==> src/logic/usr_pkg.sv <==
// usr_pkg: shared constants of the usb link-state block (reset, suspend, resume).
// assumes a 100 MHz system clock; all intervals are derived from CLK_PERIOD_NS.
package usr_pkg;

  // ------------------------------------------------------------
  // clock and interval figures
  // ------------------------------------------------------------
  localparam int CLK_PERIOD_NS = 10;
  localparam int T_RST_DET_NS = 68_000;      // se0 length that means host reset
  localparam int T_CHIRP_K_NS = 1_500_000;   // device chirp-k length
  localparam int T_CHIRP_WAIT_NS = 2_000_000; // wait for host chirp-kj
  localparam int T_SUSP_DET_NS = 3_000_000;  // idle length before suspend decision
  localparam int T_FS_CHECK_NS = 100_000;    // line check after full-speed fallback

  // least times round up to whole cycles
  localparam int RST_DET_CYC = (T_RST_DET_NS + CLK_PERIOD_NS - 1) / CLK_PERIOD_NS;
  localparam int CHIRP_K_CYC = (T_CHIRP_K_NS + CLK_PERIOD_NS - 1) / CLK_PERIOD_NS;
  localparam int CHIRP_WAIT_CYC = (T_CHIRP_WAIT_NS + CLK_PERIOD_NS - 1) / CLK_PERIOD_NS;
  localparam int SUSP_DET_CYC = (T_SUSP_DET_NS + CLK_PERIOD_NS - 1) / CLK_PERIOD_NS;
  localparam int FS_CHECK_CYC = (T_FS_CHECK_NS + CLK_PERIOD_NS - 1) / CLK_PERIOD_NS;

  // ------------------------------------------------------------
  // utmi line state codes and register layout
  // ------------------------------------------------------------
  localparam logic [1:0] LS_SE0 = 2'h0;
  localparam logic [1:0] LS_J = 2'h1;
  localparam logic [1:0] LS_K = 2'h2;

  localparam int CNT_W = 20;
  localparam int DATA_W = 8;
  localparam logic [7:0] CFG_RST = 8'h00;
  localparam logic [7:0] DMA_STATE_RST = 8'h00;
  localparam logic REG_SEL_CFG = 1'h0;
  localparam logic REG_SEL_DMA = 1'h1;
  localparam int DMA_MODE_BIT = 0; // bit of dma_port_state_reg that selects direct access

  typedef enum logic [2:0] {
    USR_FS_OP, USR_HS_OP, USR_CHIRP_K, USR_CHIRP_WAIT, USR_FS_CHECK, USR_SUSPEND, USR_RESUME
  } usr_state_t;

endpackage

==> src/logic/usr_dur_cnt.sv <==
// usr_dur_cnt: saturating duration counter used to time line conditions.
// assumes clear and run are synchronous to clk.
`timescale 1ns/1ns
`default_nettype none
module usr_dur_cnt #(
  parameter int CW = 20
) (
  // clock and reset
  input wire logic clk,
  input wire logic rstn,
  // control
  input wire logic clear,
  input wire logic run,
  // count
  output logic [CW-1:0] cnt
);

  // saturate instead of wrapping so a very long condition never looks short
  always_ff @(posedge clk) begin
    if (!rstn || clear) begin
      cnt <= '0;
    end else if (run && (cnt != {CW{1'b1}})) begin
      cnt <= cnt + {{(CW-1){1'b0}}, 1'b1};
    end
  end

endmodule
`default_nettype wire

==> src/logic/usr_link_state.sv <==
// usr_link_state: usb 2.0 device link-state logic (reset, suspend, resume).
// assumes utmi line_state and rx_active synchronous to clk; the phy clock may stop in suspend.
`timescale 1ns/1ns
`default_nettype none
module usr_link_state #(
  parameter int RST_DET_CYC = usr_pkg::RST_DET_CYC,
  parameter int CHIRP_K_CYC = usr_pkg::CHIRP_K_CYC,
  parameter int CHIRP_WAIT_CYC = usr_pkg::CHIRP_WAIT_CYC,
  parameter int SUSP_DET_CYC = usr_pkg::SUSP_DET_CYC,
  parameter int FS_CHECK_CYC = usr_pkg::FS_CHECK_CYC
) (
  // clock and reset
  input wire logic clk,
  input wire logic rstn,
  // utmi receive side
  input wire logic [1:0] line_state,
  input wire logic rx_active,
  // register write port
  input wire logic reg_we,
  input wire logic reg_sel,
  input wire logic [usr_pkg::DATA_W-1:0] reg_wdata,
  // utmi control
  output logic transceiver_speed_sel,
  output logic termination_sel,
  output logic chirp_k_out,
  // link status
  output logic host_reset_active,
  output logic suspend_n_out,
  output logic hs_mode,
  // register contents
  output logic [usr_pkg::DATA_W-1:0] cfg_reg,
  output logic [usr_pkg::DATA_W-1:0] dma_port_state_reg,
  output logic bus_direct_mode
);
  import usr_pkg::*;

  // ------------------------------------------------------------
  // state and counters
  // ------------------------------------------------------------
  usr_state_t state_reg, state_next;
  logic [CNT_W-1:0] se0_cnt, idle_cnt, phase_cnt;
  logic kseen_reg;
  logic prev_hs_reg, prev_hs_next;
  logic se0_run, idle_run, reset_end;

  function automatic logic hit(input logic [CNT_W-1:0] c, input int lim);
    hit = (c >= CNT_W'(lim));
  endfunction

  // se0 without packet traffic, counted only in full-speed operation
  assign se0_run = (state_reg == USR_FS_OP) && !rx_active && (line_state == LS_SE0);
  // idle is se0 in high speed and j in full speed; a packet restarts it
  assign idle_run = !rx_active && (((state_reg == USR_HS_OP) && (line_state == LS_SE0)) ||
                    ((state_reg == USR_FS_OP) && (line_state == LS_J)));
  assign reset_end = (state_reg == USR_CHIRP_WAIT) && (state_next != USR_CHIRP_WAIT);
  // speed memory is taken on suspend entry; only a high-speed fallback passes through fs_check
  assign prev_hs_next = ((state_next == USR_SUSPEND) && (state_reg != USR_SUSPEND)) ?
                        (state_reg == USR_FS_CHECK) : prev_hs_reg;

  usr_dur_cnt #(.CW(CNT_W)) u_se0_cnt (
    .clk(clk), .rstn(rstn), .clear(!se0_run), .run(1'b1), .cnt(se0_cnt)
  );
  usr_dur_cnt #(.CW(CNT_W)) u_idle_cnt (
    .clk(clk), .rstn(rstn), .clear(!idle_run), .run(1'b1), .cnt(idle_cnt)
  );
  usr_dur_cnt #(.CW(CNT_W)) u_phase_cnt (
    .clk(clk), .rstn(rstn), .clear(state_next != state_reg), .run(1'b1), .cnt(phase_cnt)
  );

  // ------------------------------------------------------------
  // link state machine
  // ------------------------------------------------------------
  always_comb begin
    state_next = state_reg;
    unique case (state_reg)
      USR_FS_OP: begin
        // reset outranks suspend: se0 is never full-speed idle
        if (hit(se0_cnt, RST_DET_CYC)) begin
          state_next = USR_CHIRP_K;
        end else if (hit(idle_cnt, SUSP_DET_CYC)) begin
          state_next = USR_SUSPEND;
        end
      end
      USR_HS_OP: begin
        if (hit(idle_cnt, SUSP_DET_CYC)) begin
          state_next = USR_FS_CHECK;
        end
      end
      USR_CHIRP_K: begin
        if (hit(phase_cnt, CHIRP_K_CYC)) begin
          state_next = USR_CHIRP_WAIT;
        end
      end
      USR_CHIRP_WAIT: begin
        if (kseen_reg && (line_state == LS_J)) begin
          state_next = USR_HS_OP;
        end else if (hit(phase_cnt, CHIRP_WAIT_CYC)) begin
          state_next = USR_FS_OP;
        end
      end
      USR_FS_CHECK: begin
        if (hit(phase_cnt, FS_CHECK_CYC)) begin
          // j means suspend; anything else is handed to full-speed reset detection
          state_next = (line_state == LS_J) ? USR_SUSPEND : USR_FS_OP;
        end
      end
      USR_SUSPEND: begin
        if (line_state == LS_K) begin
          state_next = USR_RESUME;
        end
      end
      USR_RESUME: begin
        if (line_state == LS_SE0) begin
          state_next = prev_hs_reg ? USR_HS_OP : USR_FS_OP;
        end
      end
    endcase
  end

  always_ff @(posedge clk) begin
    if (!rstn) begin
      state_reg <= USR_FS_OP;
    end else begin
      state_reg <= state_next;
    end
  end

  // host chirp is a k followed by a j while waiting
  always_ff @(posedge clk) begin
    if (!rstn || (state_reg != USR_CHIRP_WAIT)) begin
      kseen_reg <= 1'b0;
    end else if (line_state == LS_K) begin
      kseen_reg <= 1'b1;
    end
  end

  // speed before suspend is remembered so resume returns to it
  always_ff @(posedge clk) begin
    if (!rstn) begin
      prev_hs_reg <= 1'b0;
    end else begin
      prev_hs_reg <= prev_hs_next;
    end
  end

  // ------------------------------------------------------------
  // outputs, registered from the next state
  // ------------------------------------------------------------
  always_ff @(posedge clk) begin
    if (!rstn) begin
      host_reset_active <= 1'b0;
      chirp_k_out <= 1'b0;
      hs_mode <= 1'b0;
    end else begin
      host_reset_active <= (state_next == USR_CHIRP_K) || (state_next == USR_CHIRP_WAIT);
      chirp_k_out <= (state_next == USR_CHIRP_K);
      hs_mode <= (state_next == USR_HS_OP) ||
                 (((state_next == USR_SUSPEND) || (state_next == USR_RESUME)) && prev_hs_next); // no stale first cycle
    end
  end

  // full speed selects both high; chirping runs hs transceiver with fs termination
  always_ff @(posedge clk) begin
    if (!rstn) begin
      transceiver_speed_sel <= 1'b1;
      termination_sel <= 1'b1;
    end else begin
      transceiver_speed_sel <= !((state_next == USR_HS_OP) || (state_next == USR_CHIRP_K) ||
                               (state_next == USR_CHIRP_WAIT));
      termination_sel <= (state_next != USR_HS_OP);
    end
  end

  // suspend output high from reset; bus idle pulls it low and only host traffic raises it again.
  // limitation: it rises on the next edge, so the system must keep the clock alive
  // long enough to see the resume k, or hold the phy clock running in suspend
  always_ff @(posedge clk) begin
    if (!rstn) begin
      suspend_n_out <= 1'b1;
    end else begin
      suspend_n_out <= (state_next != USR_SUSPEND);
    end
  end

  // ------------------------------------------------------------
  // register file: wiped at end of host reset, kept through suspend
  // ------------------------------------------------------------
  // the wipe wins over a same-cycle write so writes during reset are always lost
  always_ff @(posedge clk) begin
    if (!rstn || reset_end) begin
      cfg_reg <= CFG_RST;
    end else if (reg_we && (reg_sel == REG_SEL_CFG)) begin
      cfg_reg <= reg_wdata; // (writes need the phy clock running)
    end
  end

  // reset recognition aborts any dma transfer at once, not only at reset end
  always_ff @(posedge clk) begin
    if (!rstn || reset_end || (state_next == USR_CHIRP_K)) begin
      dma_port_state_reg <= DMA_STATE_RST;
    end else if (reg_we && (reg_sel == REG_SEL_DMA)) begin
      dma_port_state_reg <= reg_wdata;
    end
  end

  always_ff @(posedge clk) begin
    if (!rstn || reset_end || (state_next == USR_CHIRP_K)) begin
      bus_direct_mode <= 1'b0;
    end else if (reg_we && (reg_sel == REG_SEL_DMA)) begin
      bus_direct_mode <= reg_wdata[DMA_MODE_BIT];
    end
  end
endmodule
`default_nettype wire

==> config.mk <==
export PLATFORM = sky130hd
export DESIGN_NAME = usr_link_state
export DESIGN_NICKNAME = d
export VERILOG_FILES = /design/src/logic/usr_pkg.sv /design/src/logic/usr_dur_cnt.sv /design/src/logic/usr_link_state.sv
export SDC_FILE = /design/constraint.sdc
export NUM_CORES = 1
export LEC_CHECK = 0
export BUFFER_PORTS_ARGS = -buffer_cell sky130_fd_sc_hd__buf_2
export CAP_MARGIN = 20
export CORE_ASPECT_RATIO = 0.5
export CORE_UTILIZATION = 46
export DETAILED_ROUTE_END_ITERATION = 7
export SYNTH_ARGS = -nofsm -noshare
export SYNTH_HDL_FRONTEND = slang
export SYNTH_SLANG_ARGS = --single-unit
==> constraint.sdc <==
create_clock -name clk -period 2.7 [get_ports clk]
set_clock_uncertainty 0.15 [all_clocks]
set_input_delay 0.27 -clock clk [delete_from_list [all_inputs] [get_ports clk]]
set_output_delay 0.27 -clock clk [all_outputs]
set_load 0.01 [all_outputs]
-- Word level (Yosys, flattened, before mapping)
Index checks and enable logic that the tools add are counted.
- logic and storage cells: 89
- latch bits: 0
- bits in registers: 88
- bits in read-only memories: 0
- bits of input ports: 15
- memories: 0
- RAM bits: 0
- output and inout bits: 23
- eq/ne operators: 22
- order comparisons: 5
- muxes and demuxes: 13
- div/mod/pow operators: 0
- $add $sub $neg: 3
- multipliers: 0
- shift-type cells: 0
- reductions and logical operators: 30
- bitwise gates (word level): 1
- operator list (operator ; count):
    20-bit by 1-bit adder with 20-bit output (second input constant) ; 3
    20-bit inequality test (second input constant) ; 3
    20-bit by 18-bit >= comparator with 1-bit output (second input constant) ; 2
    3-bit 2-to-1 mux ; 10
    3-bit one-hot mux with 7 select lines ; 1
    20-bit by 13-bit >= comparator with 1-bit output (second input constant) ; 1
    20-bit by 14-bit >= comparator with 1-bit output (second input constant) ; 1
    20-bit by 19-bit >= comparator with 1-bit output (second input constant) ; 1
    3-bit equality test (second input constant) ; 5
    3-bit by 2-bit equality test with 1-bit output (second input constant) ; 4
    1-bit logical OR ; 12
    1-bit logical AND ; 11
    3-bit by 1-bit equality test with 1-bit output (second input constant) ; 2
    3-bit by 2-bit inequality test with 1-bit output (second input constant) ; 2
    3-bit inequality test (second input constant) ; 2
    1-bit logical NOT ; 5
    3-bit logical NOT ; 1
    3-bit by 1-bit inequality test with 1-bit output (second input constant) ; 1
    3-bit inequality test ; 1
    2-bit by 1-bit equality test with 1-bit output (second input constant) ; 1
    2-bit equality test (second input constant) ; 1
    2-bit logical NOT ; 1
    1-bit 2-to-1 mux ; 2
    1-bit inverter ; 1

-- Longest topological paths before layout
- word-level depth: 9
- depth in mapped cells: 9
- mapped depth without buffers: 7

-- By module
A second synthesis with hierarchy kept.
- cells, all modules: 532
- area, all modules: 4601.9 um^2
- by module, submodules not included (module ; area each (um^2) ; cells each ; times used):
    usr_dur_cnt ; 988.4 ; 113 ; 3
    usr_link_state ; 1636.6 ; 193 ; 1

-- Worst setup path before layout
OpenSTA, ideal clock, no wires.
- kind: reg-to-reg
- start: register u_phase_cnt.cnt[19]
- end: register cfg_reg[0] in the netlist's numbering
- arrival: 2147 ps
- data required time: 2418 ps
- cell stages (with the launch flop): 8
- period minus slack after synthesis: 2429 ps
- path slack: 271 ps
- setup time: 132 ps
- cell sequence: dfxtp_1 -> or4_4 -> a2111oi_4 -> nor4_1 -> o32ai_4 -> and2b_2 -> a21oi_2 -> nor3_1
- cells in the longest elaborated chain, start to end: 7
- elaborated cells between the ends (all ways): 11
- classes of those cells: order compare: 3; eq/ne: 1; mux: 5; reduce/logical: 2
- RTL lines (item ; RTL line ; text):
    start: declaration ; usr_dur_cnt.sv:15 ; output logic [CW-1:0] cnt
    start signal: assignment ; usr_dur_cnt.sv:23 ; cnt <= cnt + {{(CW-1){1'b0}}, 1'b1};
    20-bit by 18-bit >= comparator with 1-bit output ; usr_link_state.sv:47 ; hit = (c >= CNT_W'(lim));
    3-bit 2-to-1 mux ; usr_link_state.sv:97 ; end else if (hit(phase_cnt, CHIRP_WAIT_CYC)) begin
    3-bit 2-to-1 mux ; usr_link_state.sv:95 ; if (kseen_reg && (line_state == LS_J)) begin
    3-bit one-hot mux with 7 select lines * ; usr_link_state.sv:75 ; unique case (state_reg)
    3-bit by 2-bit inequality test with 1-bit output * ; usr_link_state.sv:55 ; assign reset_end = (state_reg == USR_CHIRP_WAIT) && (state_next != USR_CHIRP_WAIT);
    1-bit logical AND * ; usr_link_state.sv:55 ;
    1-bit logical OR * ; usr_link_state.sv:190 ; if (!rstn || reset_end) begin
    end signal: assignment ; usr_link_state.sv:193 ; cfg_reg <= reg_wdata;
    end: declaration ; usr_link_state.sv:31 ; output logic [usr_pkg::DATA_W-1:0] cfg_reg,
Every way passes the cells marked *; elsewhere a longest branch is shown, timed or not.
A chain may end at the register's enable or synchronous reset.

-- Final worst setup path
- start: register u_phase_cnt.cnt[8]
- end: register u_phase_cnt.cnt[19]
- cells in the longest elaborated chain, start to end: 6
- elaborated cells between the ends (all ways): 12
- classes of those cells: add/sub: 1; order compare: 3; eq/ne: 2; mux: 5; reduce/logical: 1
- RTL lines (item ; RTL line ; text):
    20-bit by 18-bit >= comparator with 1-bit output ; usr_link_state.sv:47 ;
    3-bit 2-to-1 mux ; usr_link_state.sv:97 ;
    3-bit 2-to-1 mux ; usr_link_state.sv:95 ;
    3-bit one-hot mux with 7 select lines ; usr_link_state.sv:75 ;
    3-bit inequality test ; usr_link_state.sv:67 ; .clk(clk), .rstn(rstn), .clear(state_next != state_reg), .run(1'b1), .cnt(phase_cnt)
    1-bit logical OR ; usr_dur_cnt.sv:20 ; if (!rstn || clear) begin
Several ways; a longest one is shown, not always the timed one.

==> flow_summary.toml <==
[status]
status = "completed"

[floorplanning]
fp.dieH_um = 73.1
dieArea_um2 = 10500
die_w_um = 144
core_um2 = 9630
initial_core_util = 0.482
num_io_pins = 38
row_count = 25

[yosys]
async_flop_share = 0
synth.distinct_cells = 60
syn-mean-instance-area_um2 = 8.62
ys_seq_elements = 87
ys.flop_type = "dfxtp_1"
syn_inst = 539
synth_edf_count = 0
seq_area_frac_synth = 0.375
syn_area_um2 = 4650
synth_nets = 560
yosys_warnings = 0

[power_and_ir_drop]
power.density_nw_per_um2 = 584
vdd_drop_max_mv = 0.301
pwr-share-seq = 0.432
p_sw_mw = 0.913
power.share.switching = 0.285
p_clk_frac = 0.400
p_int_mw = 2.30
combPwrFrac = 0.168
leakagePower_nw = 2.04

[finish]
layout_commonest_cell = "dfxtp_1"
final_cell_mix = "dfxtp_1 (86), nor2_1 (54), nand2_1 (46), buf_2 (37), nor3_1 (33)"
reg_top3 = "u_idle_cnt.cnt: 20 flops, u_phase_cnt.cnt: 20 flops, u_se0_cnt.cnt: 20 flops"
area_growth_syn_to_layout_pct = 18.2
nNetsFinal = 612
drive_gt1_frac = 0.211
final_core_util = 0.570
layout.cells.non_filler = 731
n_antenna_cell = 0
fillers = 931

[cts]
postCtsHoldBufs = 0
cts_max_path_buffers = 2
clk_pin_slew_ns = 0.07
clock_latency_ns = 0.34
tritoncts = "done"
cts.sinks = 87
cts_buffers = 9
htree_num_levels = 3
cts-root-buf = "clkbuf_16"

[routing]
wl_per_cell_um = 14.0
first_pass_iters = 4
drt_iter0_drc = 210
viasPerCell = 5.47
drc = 0
num_vias = 3998
ant_nets = 0
wirelength_um = 10300

[setup_path]
cp_max_fo = 20
rr_worst_depth = 8
worst-setup-path-type = "reg -> reg"
worst_setup_path_start_kind = "register"
endpoint_kind = "register"
critPathRequiredTime_ns = 2.80
r2r_slack_ns = 0.15
worst_ep_arrival_time_ns = 2.66

[global_routing]
grt_usage = 0.211
grt_antenna_before_repair = 0
grt_max_degree = 26
grt_overflow = 0
grt_pass1_vias = 3625
grt_pass1_wl_um = 17400

[placed_design]
dpl.hpwl_um = 7040
dp.cells = 715
io_buffers = 37
gp_congestion = 0.831

[sta]
maxSlewViolCount = 0
relSlewSlack = 0.522
max_clock_freq_mhz = 392
timing.final.crit_share = 0.945
finalSetupViolations = 0
fin_crit_ns = 2.55
hold_violations = 0
worst_pin_slew_ns = 0.716

[run]
maxCapViolations = 0

[min_path]
whs_path_depth = 3
min_path_type = "in -> reg"
==> power groups by stage <==
| stage | logic [mW] | registers (mW) | clock network (mW) |
|---|---|---|---|
| 6_report | 0.539 | 1.39 | 1.28 |
| 5_1_grt | 0.593 | 1.39 | 1.37 |
| 4_1_cts | 0.546 | 1.38 | 1.31 |
| 3_5_place_dp | 0.542 | 1.41 | 0 |
| 3_3_place_gp | 0.540 | 1.41 | 0 |
| 2_1_floorplan | 0.374 | 1.41 | 0 |
==> metal layers <==
| layer | up-vias | track usage | share of wire |
|---|---|---|---|
| li1 | 2047 | - | - |
| met1 | 1882 | 0.289 | 0.52 |
| met2 | 61 | 0.330 | 0.44 |
| met3 | 8 | 0.0564 | 0.036 |
| met4 | 0 | 0.0526 | 0.0080 |
| met5 | - | 0 | 0 |
==> worst paths after layout <==
check | from | to
setup / recovery | u_phase_cnt.cnt[8] | u_phase_cnt.cnt[19]
hold reg to reg | u_idle_cnt.cnt[4] | u_idle_cnt.cnt[4]
hold / removal | reg_wdata[6] | cfg_reg[6]
setup reg to reg | u_phase_cnt.cnt[8] | u_phase_cnt.cnt[19]
==> cells by family (layout without fill, tap and decap cells) <==
group                      after synthesis  after routing  synth area share
and+or+nand+nor                        270            270             0.335
adders and majority gates                6              6            0.0162
AOI/OAI and AO/OA                       67             67             0.104
muxes                                   20             20            0.0463
DFF                                     87             87             0.375
xor gates and xnor gates                44             44            0.0829
buffers and inverters                   45            102            0.0412
==> layout make-up <==
cell class	instances	area [um^2]	share of cell area
Clock buffer	9	225	0.0410
Clock inverter	7	81.3	0.0148
Tap cell	135	169	0.0307
Multi-Input combinational cell	407	2740	0.498
Inverter	14	52.6	0.00957
Timing Repair Buffer	72	485	0.0884
Sequential cell	87	1740	0.317
==> critical path: stages, from the launching register on <==
cell and delay, ns:
dfxtp_1 0.45, nand3_1 0.14, o211a_1 0.29, or4_1 0.51, o31ai_1 0.17, o21a_2 0.26
nor2_2 0.06, buf_12 0.16, nor4_2 0.26
==> cells in the mapped netlist (all sizes together) (6+ instances only) <==
library cell	number	area share
and4	6	0.011
dfxtp	87	0.37
buf	12	0.014
mux2i	18	0.041
nor4	30	0.067
xnor2	14	0.026
and3	9	0.012
or3	7	0.0094
nand4	15	0.020
nor2	56	0.045
nand2b	8	0.011
nor3	34	0.038
inv	14	0.011
a21oi	16	0.018
xor2	30	0.057
o21ai	17	0.018
ha	6	0.016
nand3	27	0.029
clkbuf	19	0.016
or4	6	0.010
nand2	46	0.037
==> stage by stage <==
step	hold WS (ns)	worst slack (ns)	area (um^2)	power (mW)	TNS (ns)
3_5_place_dp	0.340	0.144	5170	1.95	0
5_1_grt	0.0791	-0.00242	5490	3.36	-0.00242
6_report	0.0738	0.147	5490	3.21	0
4_1_cts	0.0751	0.129	5480	3.24	0
3_3_place_gp	0.338	0.176	5170	1.95	0
2_1_floorplan	0.312	0.271	4650	1.79	0
==> timing repair <==
action / 4_1_cts / 5_1_grt
endpoints found under the setup margin: 0 / 8
resized for setup: 0 / 4
buffers inserted: 0 / 0
(Power assumes the default switching activity.)
